### src/rtl/ucf_pkg.sv
// Package: register map, field positions and reset values for the serial port core
package ucf_pkg;
  // Register byte offsets
  localparam logic [7:0] OFF_CTRL_A   = 8'h00;
  localparam logic [7:0] OFF_CTRL_B   = 8'h04;
  localparam logic [7:0] OFF_CTRL_C   = 8'h08;
  localparam logic [7:0] OFF_DIV_LOW  = 8'h0C;
  localparam logic [7:0] OFF_DIV_HIGH = 8'h10;
  localparam logic [7:0] OFF_DATA     = 8'h14;
  localparam logic [7:0] OFF_PIN_DIR  = 8'h18;
  // ctrl_status_a fields
  localparam int A_PAR_ERR  = 2;
  localparam int A_DBL      = 1;
  localparam int A_FRM_ERR  = 4;
  localparam int A_BUF_EMPTY = 5;
  localparam int A_TXC      = 6;
  localparam int A_RXC      = 7;
  // ctrl_status_b fields
  localparam int B_RX_EN    = 4;
  localparam int B_TX_EN    = 3;
  localparam int B_CSZ2     = 2;
  localparam int B_RX_NINTH = 1;
  localparam int B_TX_NINTH = 0;
  // ctrl_status_c fields
  localparam int C_SYNC     = 6;
  localparam int C_PAR_HI   = 5;
  localparam int C_PAR_LO   = 4;
  localparam int C_STOP2    = 3;
  localparam int C_CSZ1     = 2;
  localparam int C_CSZ0     = 1;
  localparam int C_POL      = 0;
  // pin direction register field
  localparam int D_XCK_OUT  = 0;
  // Reset values
  localparam logic [7:0]  RST_CTRL_A = 8'h00;
  localparam logic [7:0]  RST_CTRL_B = 8'h00;
  localparam logic [7:0]  RST_CTRL_C = 8'h06;
  localparam logic [11:0] RST_DIV    = 12'h000;
  // Bit-clock moduli minus one: normal, double speed, synchronous
  localparam logic [3:0] OS_NORM_M1 = 4'hF;
  localparam logic [3:0] OS_DBL_M1  = 4'h7;
  localparam logic [3:0] OS_SYNC_M1 = 4'h1;
  localparam logic [2:0] CSZ_NINE   = 3'h7;
  localparam logic [1:0] RESP_OKAY   = 2'b00;
  localparam logic [1:0] RESP_SLVERR = 2'b10;

  typedef enum logic [2:0] {
    TX_IDLE  = 3'b000,
    TX_START = 3'b001,
    TX_DATA  = 3'b010,
    TX_PAR   = 3'b011,
    TX_STOP1 = 3'b100,
    TX_STOP2 = 3'b101
  } ucf_tx_e;

  typedef enum logic [2:0] {
    RX_IDLE  = 3'b000,
    RX_START = 3'b001,
    RX_DATA  = 3'b010,
    RX_PAR   = 3'b011,
    RX_STOP  = 3'b100
  } ucf_rx_e;
endpackage : ucf_pkg

### src/rtl/ucf_top.sv
// Serial port core: baud generator, clock modes, frame engine and AXI4-Lite registers
// What this block does
// - Four clock modes, sync bit picks async/sync
// - In sync, pin direction picks master/slave
// - Transfer clock pin used only in sync
// - Divisor counter reloads at zero, low write
// - Tick at zero: system clock over divisor+1
// - Transmitter divides ticks by 16/8/2
// - Receiver uses ticks with 2/8/16 states
// - Divisor is 12 bits from high/low
// - Double speed cuts divisor 16 to 8
// - Double speed ignored in synchronous mode
// - Double speed receiver takes 8 samples
// - Slave clock synchronised then edge detected
// - Sample on edge opposite output change
// - Polarity picks change and sample edges
// - All thirty frame formats accepted
// - Start low, data LSB first, parity, stop high
// - Frames back to back or idle high
// - One shared frame format for both directions
// - Second stop ignored, error on first low
// - Parity is xor of data, odd inverts
// - Size 7 means nine bits, ninth from control
// - Parity inserted when upper mode bit set
//
// Local design decisions: the AXI4-Lite register port and the register offsets.
`timescale 1ns/1ps
`default_nettype none
module ucf_top #(
  parameter int ADDR_W = 8
) (
  input  wire logic              aclk,      // System clock
  input  wire logic              aresetn,   // Synchronous reset, low
  input  wire logic [ADDR_W-1:0] awaddr,    // Write address
  input  wire logic              awvalid,   // Write address valid
  output logic                   awready,   // Write address ready
  input  wire logic [31:0]       wdata,     // Write data
  input  wire logic [3:0]        wstrb,     // Write byte enables
  input  wire logic              wvalid,    // Write data valid
  output logic                   wready,    // Write data ready
  output logic [1:0]             bresp,     // Write response
  output logic                   bvalid,    // Write response valid
  input  wire logic              bready,    // Write response ready
  input  wire logic [ADDR_W-1:0] araddr,    // Read address
  input  wire logic              arvalid,   // Read address valid
  output logic                   arready,   // Read address ready
  output logic [31:0]            rdata,     // Read data
  output logic [1:0]             rresp,     // Read response
  output logic                   rvalid,    // Read data valid
  input  wire logic              rready,    // Read data ready
  input  wire logic              rxd_in,    // Serial input pin
  output logic                   txd_out,   // Serial output pin
  input  wire logic              xck_in,    // Transfer clock pin input
  output logic                   xck_out,   // Transfer clock pin output
  output logic                   xck_oe     // Transfer clock pin drive enable
);
  typedef struct packed {
    logic              awrdy, wrdy, bval, arrdy, rval;
    logic [1:0]        bresp, rresp;
    logic [31:0]       rdata;
    logic              aw_have, w_have;
    logic [ADDR_W-1:0] aw_addr;
    logic [7:0]        w_data;
    logic              w_lane0;
    logic [7:0]        ctrl_a, ctrl_b, ctrl_c;
    logic [11:0]       div;
    logic              xck_dir;
    logic [11:0]       baud_cnt;
    logic [3:0]        tx_pre;
    logic              phase;
    logic              xs1, xs2, xs3;
    logic              rs1, rs2;
    ucf_pkg::ucf_tx_e  tx_st;
    logic [8:0]        tx_buf;
    logic              buf_full;
    logic [8:0]        tx_sh;
    logic [3:0]        tx_bits;
    logic              txd, txc;
    logic              xck_o, xck_en;
    ucf_pkg::ucf_rx_e  rx_st;
    logic [3:0]        rx_cnt;
    logic [3:0]        rx_bits;
    logic [8:0]        rx_sh;
    logic              rx_par;
    logic [8:0]        rx_data;
    logic              rxc, fe, pe;
  } ucf_state_s;

  ucf_state_s s_q, s_d;

  assign awready = s_q.awrdy;
  assign wready  = s_q.wrdy;
  assign bvalid  = s_q.bval;
  assign bresp   = s_q.bresp;
  assign arready = s_q.arrdy;
  assign rvalid  = s_q.rval;
  assign rresp   = s_q.rresp;
  assign rdata   = s_q.rdata;
  assign txd_out = s_q.txd;
  assign xck_out = s_q.xck_o;
  assign xck_oe  = s_q.xck_en;

  always_comb begin
    logic       sync, master, slave, dbl, pol, tick, stop2, par_en, par_odd;
    logic       x_rise, x_fall, chg_edge, smp_edge, tx_bit, rx_smp, rbit, frame_end;
    logic [3:0] os_m1, n_m1;
    logic [2:0] csz;
    logic       wr_go, rd_go, wr_ok, rd_ok;
    logic [7:0] waddr, raddr, rv;
    logic       wr_a, wr_b, wr_c, wr_lo, wr_hi, wr_dat, wr_dir, rd_dat;
    s_d      = s_q;
    sync     = s_q.ctrl_c[ucf_pkg::C_SYNC];
    master   = sync && s_q.xck_dir;
    slave    = sync && !s_q.xck_dir;
    dbl      = s_q.ctrl_a[ucf_pkg::A_DBL] && !sync;
    pol      = s_q.ctrl_c[ucf_pkg::C_POL];
    stop2    = s_q.ctrl_c[ucf_pkg::C_STOP2];
    par_en   = s_q.ctrl_c[ucf_pkg::C_PAR_HI];
    par_odd  = s_q.ctrl_c[ucf_pkg::C_PAR_LO];
    csz      = {s_q.ctrl_b[ucf_pkg::B_CSZ2], s_q.ctrl_c[ucf_pkg::C_CSZ1],
                s_q.ctrl_c[ucf_pkg::C_CSZ0]};
    // Reserved sizes 4..6 fall back to eight bits
    if (csz == ucf_pkg::CSZ_NINE) begin
      n_m1 = 4'h8;
    end else if (csz[2]) begin
      n_m1 = 4'h7;
    end else begin
      n_m1 = {2'b00, csz[1:0]} + 4'h4;
    end
    if (sync) begin
      os_m1 = ucf_pkg::OS_SYNC_M1;
    end else if (dbl) begin
      os_m1 = ucf_pkg::OS_DBL_M1;
    end else begin
      os_m1 = ucf_pkg::OS_NORM_M1;
    end
    tick = (s_q.baud_cnt == 12'h000);

    // Pin input synchronisers; data uses the second stage, clock edges compare the second and third
    s_d.xs1 = xck_in;
    s_d.xs2 = s_q.xs1;
    s_d.xs3 = s_q.xs2;
    s_d.rs1 = rxd_in;
    s_d.rs2 = s_q.rs1;
    rbit    = s_q.rs2;
    x_rise  = s_q.xs2 && !s_q.xs3;
    x_fall  = !s_q.xs2 && s_q.xs3;

    // Master clock: phase 0->1 is the change edge, 1->0 the sample edge
    if (master) begin
      if (tick) begin
        s_d.phase = !s_q.phase;
      end
    end else begin
      s_d.phase = 1'b0;
    end
    s_d.xck_o  = s_d.phase ^ pol;
    s_d.xck_en = master;
    if (master) begin
      chg_edge = tick && !s_q.phase;
      smp_edge = tick && s_q.phase;
    end else if (slave) begin
      chg_edge = pol ? x_fall : x_rise;
      smp_edge = pol ? x_rise : x_fall;
    end else begin
      chg_edge = 1'b0;
      smp_edge = 1'b0;
    end

    // Transmit bit clock
    tx_bit = 1'b0;
    if (sync) begin
      tx_bit = chg_edge;
    end else if (tick) begin
      if (s_q.tx_pre >= os_m1) begin
        s_d.tx_pre = 4'h0;
        tx_bit     = 1'b1;
      end else begin
        s_d.tx_pre = s_q.tx_pre + 4'h1;
      end
    end

    // AXI4-Lite write channel
    if (awvalid && s_q.awrdy) begin
      s_d.aw_have = 1'b1;
      s_d.aw_addr = awaddr;
    end
    if (wvalid && s_q.wrdy) begin
      s_d.w_have  = 1'b1;
      s_d.w_data  = wdata[7:0];
      s_d.w_lane0 = wstrb[0];
    end
    if (bready && s_q.bval) begin
      s_d.bval = 1'b0;
    end
    wr_go = s_q.aw_have && s_q.w_have && !s_q.bval;
    waddr = 8'(s_q.aw_addr);
    wr_ok = (waddr == ucf_pkg::OFF_CTRL_A) || (waddr == ucf_pkg::OFF_CTRL_B) ||
            (waddr == ucf_pkg::OFF_CTRL_C) || (waddr == ucf_pkg::OFF_DIV_LOW) ||
            (waddr == ucf_pkg::OFF_DIV_HIGH) || (waddr == ucf_pkg::OFF_DATA) ||
            (waddr == ucf_pkg::OFF_PIN_DIR);
    wr_a   = wr_go && s_q.w_lane0 && (waddr == ucf_pkg::OFF_CTRL_A);
    wr_b   = wr_go && s_q.w_lane0 && (waddr == ucf_pkg::OFF_CTRL_B);
    wr_c   = wr_go && s_q.w_lane0 && (waddr == ucf_pkg::OFF_CTRL_C);
    wr_lo  = wr_go && s_q.w_lane0 && (waddr == ucf_pkg::OFF_DIV_LOW);
    wr_hi  = wr_go && s_q.w_lane0 && (waddr == ucf_pkg::OFF_DIV_HIGH);
    wr_dat = wr_go && s_q.w_lane0 && (waddr == ucf_pkg::OFF_DATA);
    wr_dir = wr_go && s_q.w_lane0 && (waddr == ucf_pkg::OFF_PIN_DIR);
    if (wr_go) begin
      s_d.aw_have = 1'b0;
      s_d.w_have  = 1'b0;
      s_d.bval    = 1'b1;
      s_d.bresp   = wr_ok ? ucf_pkg::RESP_OKAY : ucf_pkg::RESP_SLVERR;
    end
    if (wr_a) begin
      s_d.ctrl_a[ucf_pkg::A_DBL] = s_q.w_data[ucf_pkg::A_DBL];
      if (s_q.w_data[ucf_pkg::A_TXC]) begin
        s_d.txc = 1'b0;
      end
    end
    if (wr_b) begin
      s_d.ctrl_b[ucf_pkg::B_RX_EN]    = s_q.w_data[ucf_pkg::B_RX_EN];
      s_d.ctrl_b[ucf_pkg::B_TX_EN]    = s_q.w_data[ucf_pkg::B_TX_EN];
      s_d.ctrl_b[ucf_pkg::B_CSZ2]     = s_q.w_data[ucf_pkg::B_CSZ2];
      s_d.ctrl_b[ucf_pkg::B_TX_NINTH] = s_q.w_data[ucf_pkg::B_TX_NINTH];
    end
    if (wr_c) begin
      s_d.ctrl_c = {1'b0, s_q.w_data[6:0]};
    end
    if (wr_hi) begin
      s_d.div[11:8] = s_q.w_data[3:0];
    end
    if (wr_lo) begin
      s_d.div[7:0] = s_q.w_data;
    end
    if (wr_dir) begin
      s_d.xck_dir = s_q.w_data[ucf_pkg::D_XCK_OUT];
    end
    if (wr_dat) begin
      // Ninth bit comes from the control register, not from the write
      s_d.tx_buf   = {s_q.ctrl_b[ucf_pkg::B_TX_NINTH], s_q.w_data};
      s_d.buf_full = 1'b1;
    end
    s_d.awrdy = !s_d.aw_have && !s_d.bval;
    s_d.wrdy  = !s_d.w_have && !s_d.bval;

    // Baud generator
    if (wr_lo) begin
      s_d.baud_cnt = {s_q.div[11:8], s_q.w_data};
    end else if (tick) begin
      s_d.baud_cnt = s_q.div;
    end else begin
      s_d.baud_cnt = s_q.baud_cnt - 12'h001;
    end

    // Transmitter
    frame_end = 1'b0;
    if (tx_bit) begin
      unique case (s_q.tx_st)
        ucf_pkg::TX_IDLE: begin
          s_d.txd = 1'b1;
          frame_end = 1'b1;
        end
        ucf_pkg::TX_START: begin
          s_d.txd     = s_q.tx_sh[0];
          s_d.tx_bits = 4'h0;
          s_d.tx_st   = ucf_pkg::TX_DATA;
        end
        ucf_pkg::TX_DATA: begin
          if (s_q.tx_bits == n_m1) begin
            if (par_en) begin
              s_d.txd   = (^(s_q.tx_sh & ~(9'h1FF << (n_m1 + 4'h1)))) ^ par_odd;
              s_d.tx_st = ucf_pkg::TX_PAR;
            end else begin
              s_d.txd   = 1'b1;
              s_d.tx_st = ucf_pkg::TX_STOP1;
            end
          end else begin
            s_d.tx_bits = s_q.tx_bits + 4'h1;
            s_d.txd     = s_q.tx_sh[s_q.tx_bits + 4'h1];
          end
        end
        ucf_pkg::TX_PAR: begin
          s_d.txd   = 1'b1;
          s_d.tx_st = ucf_pkg::TX_STOP1;
        end
        ucf_pkg::TX_STOP1: begin
          if (stop2) begin
            s_d.tx_st = ucf_pkg::TX_STOP2;
          end else begin
            frame_end = 1'b1;
          end
        end
        ucf_pkg::TX_STOP2: begin
          frame_end = 1'b1;
        end
      endcase
    end
    if (frame_end) begin
      if (s_d.buf_full && s_q.ctrl_b[ucf_pkg::B_TX_EN]) begin
        // Next frame follows the last stop bit without a gap
        s_d.tx_sh    = s_d.tx_buf;
        s_d.buf_full = 1'b0;
        s_d.txd      = 1'b0;
        s_d.tx_st    = ucf_pkg::TX_START;
      end else begin
        if (s_q.tx_st != ucf_pkg::TX_IDLE) begin
          s_d.txc = 1'b1;
        end
        s_d.txd   = 1'b1;
        s_d.tx_st = ucf_pkg::TX_IDLE;
      end
    end

    // Receiver sample strobe
    rx_smp = 1'b0;
    if (sync) begin
      rx_smp = smp_edge;
    end else if (tick && s_q.rx_st != ucf_pkg::RX_IDLE) begin
      if (s_q.rx_cnt >= os_m1) begin
        s_d.rx_cnt = 4'h0;
        rx_smp     = 1'b1;
      end else begin
        s_d.rx_cnt = s_q.rx_cnt + 4'h1;
      end
    end

    // Data buffer read clears the complete flag; a new frame below wins
    rd_go = arvalid && s_q.arrdy;
    raddr = 8'(araddr);
    rd_dat = rd_go && (raddr == ucf_pkg::OFF_DATA);
    if (rd_dat) begin
      s_d.rxc = 1'b0;
    end

    unique case (s_q.rx_st)
      ucf_pkg::RX_IDLE: begin
        s_d.rx_cnt  = 4'h0;
        s_d.rx_bits = 4'h0;
        s_d.rx_par  = 1'b0;
        if (s_q.ctrl_b[ucf_pkg::B_RX_EN] && !rbit) begin
          if (sync) begin
            if (smp_edge) begin
              s_d.rx_st = ucf_pkg::RX_DATA;
            end
          end else if (tick) begin
            s_d.rx_st = ucf_pkg::RX_START;
          end
        end
      end
      ucf_pkg::RX_START: begin
        // Start bit rechecked at mid bit to reject glitches
        if (tick && s_q.rx_cnt == (os_m1 >> 1)) begin
          s_d.rx_cnt = 4'h0;
          s_d.rx_st  = rbit ? ucf_pkg::RX_IDLE : ucf_pkg::RX_DATA;
        end
      end
      ucf_pkg::RX_DATA: begin
        if (rx_smp) begin
          s_d.rx_sh[s_q.rx_bits] = rbit;
          s_d.rx_par = s_q.rx_par ^ rbit;
          s_d.rx_bits = s_q.rx_bits + 4'h1;
          if (s_q.rx_bits == n_m1) begin
            s_d.rx_st = par_en ? ucf_pkg::RX_PAR : ucf_pkg::RX_STOP;
          end
        end
      end
      ucf_pkg::RX_PAR: begin
        if (rx_smp) begin
          s_d.rx_par = s_q.rx_par ^ rbit ^ par_odd;
          s_d.rx_st  = ucf_pkg::RX_STOP;
        end
      end
      ucf_pkg::RX_STOP: begin
        if (rx_smp) begin
          // Only the first stop bit is checked
          s_d.rx_data = s_q.rx_sh & ~(9'h1FF << (n_m1 + 4'h1));
          s_d.fe      = !rbit;
          s_d.pe      = par_en && s_q.rx_par;
          s_d.rxc     = 1'b1;
          s_d.rx_sh   = 9'h000;
          s_d.rx_st   = ucf_pkg::RX_IDLE;
        end
      end
      default: begin
        s_d.rx_st = ucf_pkg::RX_IDLE;
      end
    endcase

    // AXI4-Lite read channel
    rd_ok = 1'b1;
    rv    = 8'h00;
    unique case (raddr)
      ucf_pkg::OFF_CTRL_A: begin
        rv = {s_q.rxc, s_q.txc, !s_q.buf_full, s_q.fe, 1'b0, s_q.pe,
              s_q.ctrl_a[ucf_pkg::A_DBL], 1'b0};
      end
      ucf_pkg::OFF_CTRL_B: begin
        rv = {3'h0, s_q.ctrl_b[4:2], s_q.rx_data[8], s_q.ctrl_b[ucf_pkg::B_TX_NINTH]};
      end
      ucf_pkg::OFF_CTRL_C:   rv = s_q.ctrl_c;
      ucf_pkg::OFF_DIV_LOW:  rv = s_q.div[7:0];
      ucf_pkg::OFF_DIV_HIGH: rv = {4'h0, s_q.div[11:8]};
      ucf_pkg::OFF_DATA:     rv = s_q.rx_data[7:0];
      ucf_pkg::OFF_PIN_DIR:  rv = {7'h00, s_q.xck_dir};
      default: rd_ok = 1'b0;
    endcase
    if (rready && s_q.rval) begin
      s_d.rval = 1'b0;
    end
    if (rd_go) begin
      s_d.rval  = 1'b1;
      s_d.rdata = {24'h000000, rd_ok ? rv : 8'h00};
      s_d.rresp = rd_ok ? ucf_pkg::RESP_OKAY : ucf_pkg::RESP_SLVERR;
    end
    s_d.arrdy = !s_d.rval;
  end

  always_ff @(posedge aclk) begin
    if (!aresetn) begin
      s_q          <= '0;
      s_q.ctrl_a   <= ucf_pkg::RST_CTRL_A;
      s_q.ctrl_b   <= ucf_pkg::RST_CTRL_B;
      s_q.ctrl_c   <= ucf_pkg::RST_CTRL_C;
      s_q.div      <= ucf_pkg::RST_DIV;
      s_q.baud_cnt <= ucf_pkg::RST_DIV;
      s_q.txd      <= 1'b1;
      s_q.tx_st    <= ucf_pkg::TX_IDLE;
      s_q.rx_st    <= ucf_pkg::RX_IDLE;
    end else begin
      s_q <= s_d;
    end
  end
endmodule : ucf_top
`default_nettype wire

### config.mk
export PLATFORM = sky130hd
export DESIGN_NAME = ucf_top
export DESIGN_NICKNAME = d
export VERILOG_FILES = /design/src/rtl/ucf_pkg.sv /design/src/rtl/ucf_top.sv
export SDC_FILE = /design/constraint.sdc
export NUM_CORES = 1
export LEC_CHECK = 0
export BUFFER_PORTS_ARGS = -buffer_cell sky130_fd_sc_hd__buf_2
export CAP_MARGIN = 15
export CORE_MARGIN = 5
export CORE_UTILIZATION = 45
export DETAILED_ROUTE_END_ITERATION = 8
export GPL_ROUTABILITY_DRIVEN = 1
export PLACE_DENSITY = 0.68
export RECOVER_POWER = 100
export SYNTH_ARGS = -nofsm -noshare
export SYNTH_HDL_FRONTEND = slang
export SYNTH_SLANG_ARGS = --single-unit
### constraint.sdc
create_clock -name aclk -period 3.3 [get_ports aclk]
set_clock_uncertainty 0.1 [all_clocks]
set_input_delay 0.33 -clock aclk [delete_from_list [all_inputs] [get_ports aclk]]
set_output_delay 0.33 -clock aclk [all_outputs]
set_load 0.02 [all_outputs]
======== After elaboration in Yosys (flattened, before gate mapping) ========
Cells that the tools add are included.
storage, ports and cells
  register bits ........................... 146
  bits in latches ......................... 0
  memory bits (writable) .................. 0
  memory bits (read-only) ................. 0
  input bits .............................. 61
  output and inout bits ................... 44
  word-level logic and storage cells ...... 266
  memories kept ........................... 0
operators by class
  add/subtract/negate cells ............... 7
  multipliers ............................. 0
  div/mod/pow operators ................... 0
  $lt $le $gt $ge ......................... 5
  equal/unequal tests ..................... 36
  shift-type cells ........................ 1
  mux-type cells .......................... 87
  bitwise operators ....................... 8
  reduce and logical (&&, ||, !) cells .... 77
operator list
  kind                 number
  $pmux 8 s7           1
  $eq 8x5->1 const B   6
  $mux 3               15
  $mux 1               36
  $mux 4               9
  $eq 8x4->1 const B   4
  $logic_and 1x1->1    31
  $mux 10              3
  $mux 12              2
  $pmux 4 s2           3
  $add 4x1->4 const B  5
  $and 9x9->9          2
  $pmux 9 s2           1
  $eq 8x3->1 const B   2
  $logic_not 8->1      2
  $pmux 3 s5           1
  $mux 14              1
  $ne 2x2->1 const B   7
  $eq 3x2->1 const B   4
  $eq 3x3->1 const B   4
  $logic_not 1->1      12
  $logic_not 12->1     1
  $ne 3x3->1 const B   4
  $pmux 3 s4           1
  other kinds (34)     64

======== Depth between registers and ports, before layout ========
Gate-level depths: netlist of the first run.
  depth in word-level cells ............... 14
  depth in mapped cells ................... 16
  depth with buffers taken out ............ 14

======== Least setup slack after synthesis of the first run ========
Ideal clock, no wire load.
  path type ............................... reg2reg
  from .................................... register s_q[73] (netlist bit)
  to ...................................... register s_q[39] (netlist bit)
  setup time .............................. 0.070 ns
  arrival ................................. 3.077 ns
  required time ........................... 3.130 ns
  setup slack ............................. 0.053 ns
  cell stages (with the launch flop) ...... 15
  path buffers ............................ 1
  cells stage by stage .................... dfxtp_1 inv_1 ha_1 or3b_4 nor3_2 nand3_1 clkbuf_1 inv_1 ha_1 nand2b_1 o311a_1 a31oi_1 or4_1 or3b_1 a21oi_1
on the way
  longest elaborated chain between the ends .. 5
RTL lines
  item                          line            text
  from (decl)                   ucf_top.sv:89   ucf_state_s s_q, s_d;
  $logic_not 12->1 *            ucf_top.sv:137  tick = (s_q.baud_cnt == 12'h000);
  $logic_and 1x1->1             ucf_top.sv:160  chg_edge = tick && !s_q.phase;
  $mux 1                        ucf_top.sv:159  if (master) begin
  $mux 1 *                      ucf_top.sv:172  if (sync) begin
  $reduce_and 3->1 (no line) *  -
Every way passes the cells marked *; elsewhere a longest branch is shown, timed or not.
A chain may end at the register's enable or synchronous reset.

======== Worst setup path after layout of the first run ========
  from .................................... register s_q[73] (netlist bit)
  to ...................................... register s_q[1] (netlist bit)
on the way
  longest elaborated chain between the ends .. 5
RTL lines
  item                                  line                            text
  $logic_not 12->1 *                    ucf_top.sv:137
  $logic_and 1x1->1 (on tied branches)  ucf_top.sv:319, ucf_top.sv:161
  $mux 1 (on tied branches)             ucf_top.sv:319, ucf_top.sv:159
  $mux 1 *                              ucf_top.sv:317                  if (sync) begin
  $reduce_and 2->1 (no line) *          -
Marked as above.

==> results of run 1 <==
==> through the flow <==
step / total power [mW] / setup WS, ps / utilization
after floorplan: 2.47 / 52.8 / -
after global placement: 2.59 / 230 / 0.480
after detailed placement: 2.60 / 204 / 0.480
after CTS: 4.49 / 113 / 0.518
after global routing: 4.65 / 4.60 / 0.516
final: 4.44 / 201 / 0.516
==> area by class of cell <==
type | instances | area [sq um] | area share
repair buffers | 73 | 397 | 0.0482
inverters | 19 | 72.6 | 0.00883
multi-input cells | 653 | 4020 | 0.489
flip-flops and latches | 144 | 2880 | 0.351
clock inverters | 12 | 124 | 0.0151
well taps | 216 | 270 | 0.0329
clock buffers | 20 | 457 | 0.0555
==> path summary, 6_finish.rpt <==
path,depth (start not counted),slack (ps),end
setup / recovery,9,200,s_q[1]$_SDFFE_PN0P_
hold reg to reg,1,330,s_d[65]$_SDFF_PN0_
setup reg to reg,9,200,s_q[1]$_SDFFE_PN0P_
hold / removal,3,30,s_q[125]$_SDFFE_PN0P_
==> metal layers <==
metal | vias to the layer above | routed length (um) | track usage
met1 | 2934 | 8690 | 0.275
met3 | 28 | 898 | 0.0454
met4 | 0 | 328 | 0.0593
met5 | - | 0 | 0
li1 | 3120 | - | -
met2 | 171 | 8080 | 0.296
==> placed cells by master, fill, tap and decap left out, drive strengths merged, types with 15 or more instances in the layout <==
cell / n
o211ai: 18
inv: 23
clkbuf: 44
nand2: 92
o21ai: 32
dfxtp: 144
xnor2: 15
a21oi: 75
nand3: 38
nor3: 18
buf: 47
mux2i: 38
conb: 26
nand2b: 15
ha: 19
nor2: 97
==> critical path, cell delays in order, from the launching register on <==
cell      delay, ps
dfxtp_1         330
inv_1            60
ha_1            170
or3b_4          400
nand4b_1        490
nor3_4          330
a21oi_2         140
or3_4           460
buf_4           230
o31ai_1         270
==> flip-flops by register name, indices dropped and copies added (netlist names) <==
signal / flops
s_q: 123
awready: 1
bresp: 1
wready: 1
s_d: 3
xck_oe: 1
rvalid: 1
bvalid: 1
rresp: 1
arready: 1
rdata: 8
txd_out: 1
xck_out: 1
==> power by group <==
part,switching (mW),internal [mW]
Sequential,0.0828,1.81
Combinational,0.369,0.279
Clock,0.803,1.09
Total,1.25,3.19
==> cell families (layout without fill, tap and decap cells) <==
| logic type | count (synthesis) | count (layout) |
|---|---|---|
| and+or+nand+nor | 339 | 339 |
| xor gates and xnor gates | 29 | 29 |
| buffers and inverters | 102 | 124 |
| adders and majority gates | 19 | 19 |
| DFF | 144 | 144 |
| muxes | 44 | 44 |
| other | 1 | 26 |
| AOI/OAI and AO/OA | 196 | 196 |
==> repair_timing <==
item,4_1_cts,5_1_grt
hold buffers,2,0
endpoints found under the setup margin,0,14
hold endpoints to repair,2,0
gates resized for setup,0,2
setup buffers,0,1
==> results.md, run 1 <==
- Outcome: finished, violations left
- Failing checks: capacitance limit, slew limit
- Final nets: 988
- Critical path arrival: 3320 ps
- Max IR drop VDD: 430 uV
- Register bit total from synthesis: 144
- Final setup violation count: 0
- Std cell rows: 46
- Syn Inst Count: 874
- Root buffer cell: clkbuf_16
- Share of layout cells above drive strength 1: 0.111
- Largest net degree at the start of global routing: 42
- Ys flop type: dfxtp_1
- CP Capture Type: flop
- DRT Pass-1 Iters: 5
- Cts bufs inserted: 17
- Sequential-to-total area share from yosys stat: 0.392
- Post-detail-place hpwl: 12.8 mm
- FMAX: 0.323 GHz
- Worst-case clock buffer depth: 2
- Ys Warns: 0
- EDFF count, synth: 0
- Antenna Nets Post-Route: 0
- Layout Cells excl Fill: 1,137
- Routability Congestion: 0.891
- Congestion Overflow GR: 0
- Post-Synth Adder-Cell Area: 0.0323
- Starting density of the core: 0.462
- Hold violation total from the final report: 0
- Post-synth top area share: 0.392
- Final hold slack: 27.7 ps
- Core area: 15,900 sq um
- Slew Limit Fails: 36
- Routed WL: 18.0 mm
- Synth cell count leaders: dfxtp_1 (144), nor2_1 (96), nand2_1 (92)
- CTS tree: built
- Via density: 5.50
- Leading post-synthesis cells by cell area: dfxtp_1 (39%), mux2i_1 (5.2%), a21oi_1 (5.0%), nor2_1 (4.9%), nand2_1 (4.7%)
- Worst Path Max Fanout: 16
- Async SR Flop Fraction: 0
- Complex-gate fraction of the synthesized area: 0.171
- RSZ-0062 raised after global routing: no
- Leak: 3.19 nW
- Final setup TNS: 0 ps
- Synthesis-to-layout area growth: 11.7%
- DRC viols: 0
- Mux cell area share after synthesis: 0.0670
- Period utilization: 0.939
- Via count: 6,253
- Clock slew at reported path FFs: 70 ps
- Post-Place Cells: 1,102
- Die span in x: 138 um
- Tmin final: 3100 ps
- WL/cell: 15.8 um
- IO Count: 105
- Setup CP Type: flop to flop
- Crit Reg-Reg Startpoint: s_q[73]$_SDFF_PN0_
- Post-Syn Area: 7360 sq um
- Area post-placement: 7650 sq um
- Die height: 138 um
- XOR/XNOR share of the synthesized area: 0.0345
- Worst slew pin tran: 1540 ps
- Worst setup path start: s_q[73]$_SDFF_PN0_
- Simple-gate portion of the synthesized area: 0.230
- Main combinational cell family by area after synthesis: simple AND/OR/NAND/NOR gates
- Mapped Avg Cell Area: 8.42 sq um
- Clock Latency Late Sink: 440 ps
- Post-route design area: 8220 sq um
- HP Class: input pin to flop
- PwrDens: 540 nW/um^2
- Slew headroom: -0.0251
- Worst Path Required: 3520 ps
- Library cells used by synthesis: 71
- Total Routing Usage GR: 0.195
- Fillers: 1,526
- Initial antenna violation count: 0
- Wire length of the first global-routing pass: 29.0 mm
- CP Launch Type: flop
- Hold path start: wdata[2]
- H-Tree Depth: 4
- Largest area contributor in the netlist: dfxtp_1
- Max Cap Viol: 1
- Port-buffer cells: 51
- Clock Sinks: 144
- Most numerous cell in the Yosys netlist: dfxtp_1
- Total Die Area: 19,000 sq um
- Ant diodes: 0
- Vias in the first global route: 5,686
- Drt initial violations: 467
Note: power is estimated with default switching activity, not from simulation.
==> run 2: changes to the inputs <==
--- a/config.mk
+++ b/config.mk
@@ -9,6 +9,7 @@
 export CAP_MARGIN = 15
 export CORE_MARGIN = 5
 export CORE_UTILIZATION = 45
+export CTS_BUF_LIST = sky130_fd_sc_hd__clkbuf_8
 export DETAILED_ROUTE_END_ITERATION = 8
 export GPL_ROUTABILITY_DRIVEN = 1
 export PLACE_DENSITY = 0.68
==> run 2 against run 1 <==
Net effect:
- the run still ends with capacitance limit, slew limit left
- routed wire length decreased by 0.71%
- total power down 12%
- flip-flop and latch count unchanged
- hold slack gained 8.6 ps
- cell count increased by 1.1%
- final area decreased by 0.75%
- worst setup slack gained 16 ps
- first-iteration DRC count is 3.6% lower
- utilization down 0.38 points
- maximum frequency rose by 0.52%
- critical path type unchanged
- largest cell class unchanged
- largest power group unchanged
==> results.md, run 2 (synthesis results as in run 1) <==
- Tmin final: 3080 ps (-16.2 ps)
- Starting density of the core: 0.462 (unchanged)
- IO Count: 105 (unchanged)
- Drt initial violations: 450 (-3.6%)
- Slew Limit Fails: 36 (unchanged)
- Worst Path Required: 3500 ps (-20 ps)
- Final nets: 1,000 (+1.2%)
- H-Tree Depth: 4 (unchanged)
- Final core utilization: 0.512 (-0.00385)
- Routability Congestion: 0.891 (unchanged)
- Total Die Area: 19,000 sq um (unchanged)
- Max IR drop VDD: 312 uV (-28%)
- Total Routing Usage GR: 0.193 (-0.00160)
- RSZ-0062 raised after global routing: no
- Core area: 15,900 sq um (unchanged)
- Pre-CTS setup slack: 204 ps (unchanged)
- Slew headroom: -0.0183 (+0.00686)
- Max reg flops: 123 (unchanged)
- Die span in x: 138 um (unchanged)
- PwrDens: 481 nW/um^2 (-11%)
- Initial antenna violation count: 0 (unchanged)
- Final hold slack: 36.4 ps (+8.64 ps)
- Synthesis-to-layout area growth: 10.9%
- Port-buffer cells: 51 (unchanged)
- Worst slew pin tran: 1530 ps (-10.3 ps)
- Cts bufs inserted: 17 (unchanged)
- Clock Sinks: 144 (unchanged)
- Final setup TNS: 0 ps (unchanged)
- Failing checks: capacitance limit, slew limit
- CP Launch Type: flop
- Worst Path Max Fanout: 19 (+3)
- Congestion Overflow GR: 0 (unchanged)
- CTS tree: built
- CP Capture Type: flop
- Wire length of the first global-routing pass: 28.8 mm (-0.64%)
- Outcome: finished, violations left
- Via density: 5.43 (-1.3%)
- Root buffer cell: clkbuf_8
- Routed WL: 17.9 mm (-0.71%)
- Post-Place Cells: 1,102 (unchanged)
- Share of layout cells above drive strength 1: 0.110 (-0.000353)
- Hold violation total from the final report: 0 (unchanged)
- Period utilization: 0.934 (-0.00490)
- Final setup violation count: 0 (unchanged)
- Std cell rows: 46 (unchanged)
- Area post-placement: 7650 sq um (unchanged)
- Via count: 6,235 (-0.29%)
- Commonest non-fill, non-tap cell in the layout: dfxtp_1
- Tot Pwr: 3.93 mW (-12%)
- Max Cap Viol: 1 (unchanged)
- WL/cell: 15.6 um (-1.7%)
- Worst-case clock buffer depth: 2 (unchanged)
- Layout Cells excl Fill: 1,149 (+1.1%)
- DRC viols: 0 (unchanged)
- Critical path arrival: 3290 ps (-30 ps)
- DRT Pass-1 Iters: 5 (unchanged)
- Commonest non-fill, non-tap cells in the layout: dfxtp_1 (144), nor2_1 (96), nand2_1 (92)
- Clock slew at reported path FFs: 90 ps (+20 ps)
- Vias in the first global route: 5,683 (-0.053%)
- FMAX: 0.324 GHz (+0.52%)
- Final WS setup: 218 ps (+16.2 ps)
- Leak: 3.17 nW (-0.57%)
- HP Class: input pin to flop
- Ant diodes: 0 (unchanged)
- Hold depth: 3 (unchanged)
- Largest reg by FF count: s_q
- Largest net degree at the start of global routing: 42 (unchanged)
- Setup CP Type: flop to flop
- Post-detail-place hpwl: 12.8 mm (unchanged)
- Worst r2r path cells: 16 (+7)
- Post-route design area: 8160 sq um (-0.75%)
- Clock Latency Late Sink: 450 ps (about the same)
- Antenna Nets Post-Route: 0 (unchanged)
- Die height: 138 um (unchanged)
[run 2: changes by cell type in the layout (fill, tap and decap cells not counted), sizes merged]
cell         previous run  this run
dlygate4sd3             2        14
clkbuf                 44        43
inv                    23        24
[run 2: final cells by class]
type	instances	area, sq um
Inverter	19	72.6
Clock buffer	19	262
Timing Repair Buffer	85	517
Sequential cell	144	2880
Multi-Input combinational cell	653	4030
Tap cell	216	270
Clock inverter	13	128
Fill cell	1535	7780
[run 2: critical path: stages (launching register included)]
cell      delay, ps
dfxtp_1         370
inv_1            50
ha_1            210
or3b_4          260
nor3_2           50
nand3_1         100
inv_1            60
ha_1            170
nand2b_1        140
o311a_1         120
a31oi_1         410
buf_4           240
nand2b_1        170
nor2_4           50
buf_12          160
a211oi_1        200
nor3_1           70
[run 2: worst paths after layout]
| kind | start | endpoint | slack, ps |
|---|---|---|---|
| setup / recovery | s_q[73]$_SDFF_PN0_ | s_q[60]$_SDFFE_PN0P_ | 220 |
| hold / removal | awaddr[7] | s_q[138]$_SDFFE_PN0P_ | 40 |
| setup reg to reg | s_q[73]$_SDFF_PN0_ | s_q[60]$_SDFFE_PN0P_ | 220 |
| hold reg to reg | s_d[66]$_SDFF_PN0_ | s_d[65]$_SDFF_PN0_ | 340 |
[run 2: repair_timing]
action | in CTS | in global routing
endpoints found under the setup margin | 0 | 14
setup buffers | 0 | 1
hold endpoints to repair | 13 | 1
gates resized for setup | 0 | 1
hold buffers | 13 | 1
[run 2: report_power, final]
part / switching (mW) / internal, mW / leakage (nW)
Combinational: 0.377 / 0.298 / 1.81
Clock: 0.714 / 0.649 / 0.195
Sequential: 0.0796 / 1.81 / 1.17
Total: 1.17 / 2.76 / 3.17
[run 2: layer usage]
metal  track usage  share of wire  vias up
met4        0.0505          0.013        0
met2         0.301           0.46      168
met3        0.0454          0.054       20
met1         0.271           0.47     2906
met5             0              0        -
li1              -              -     3141
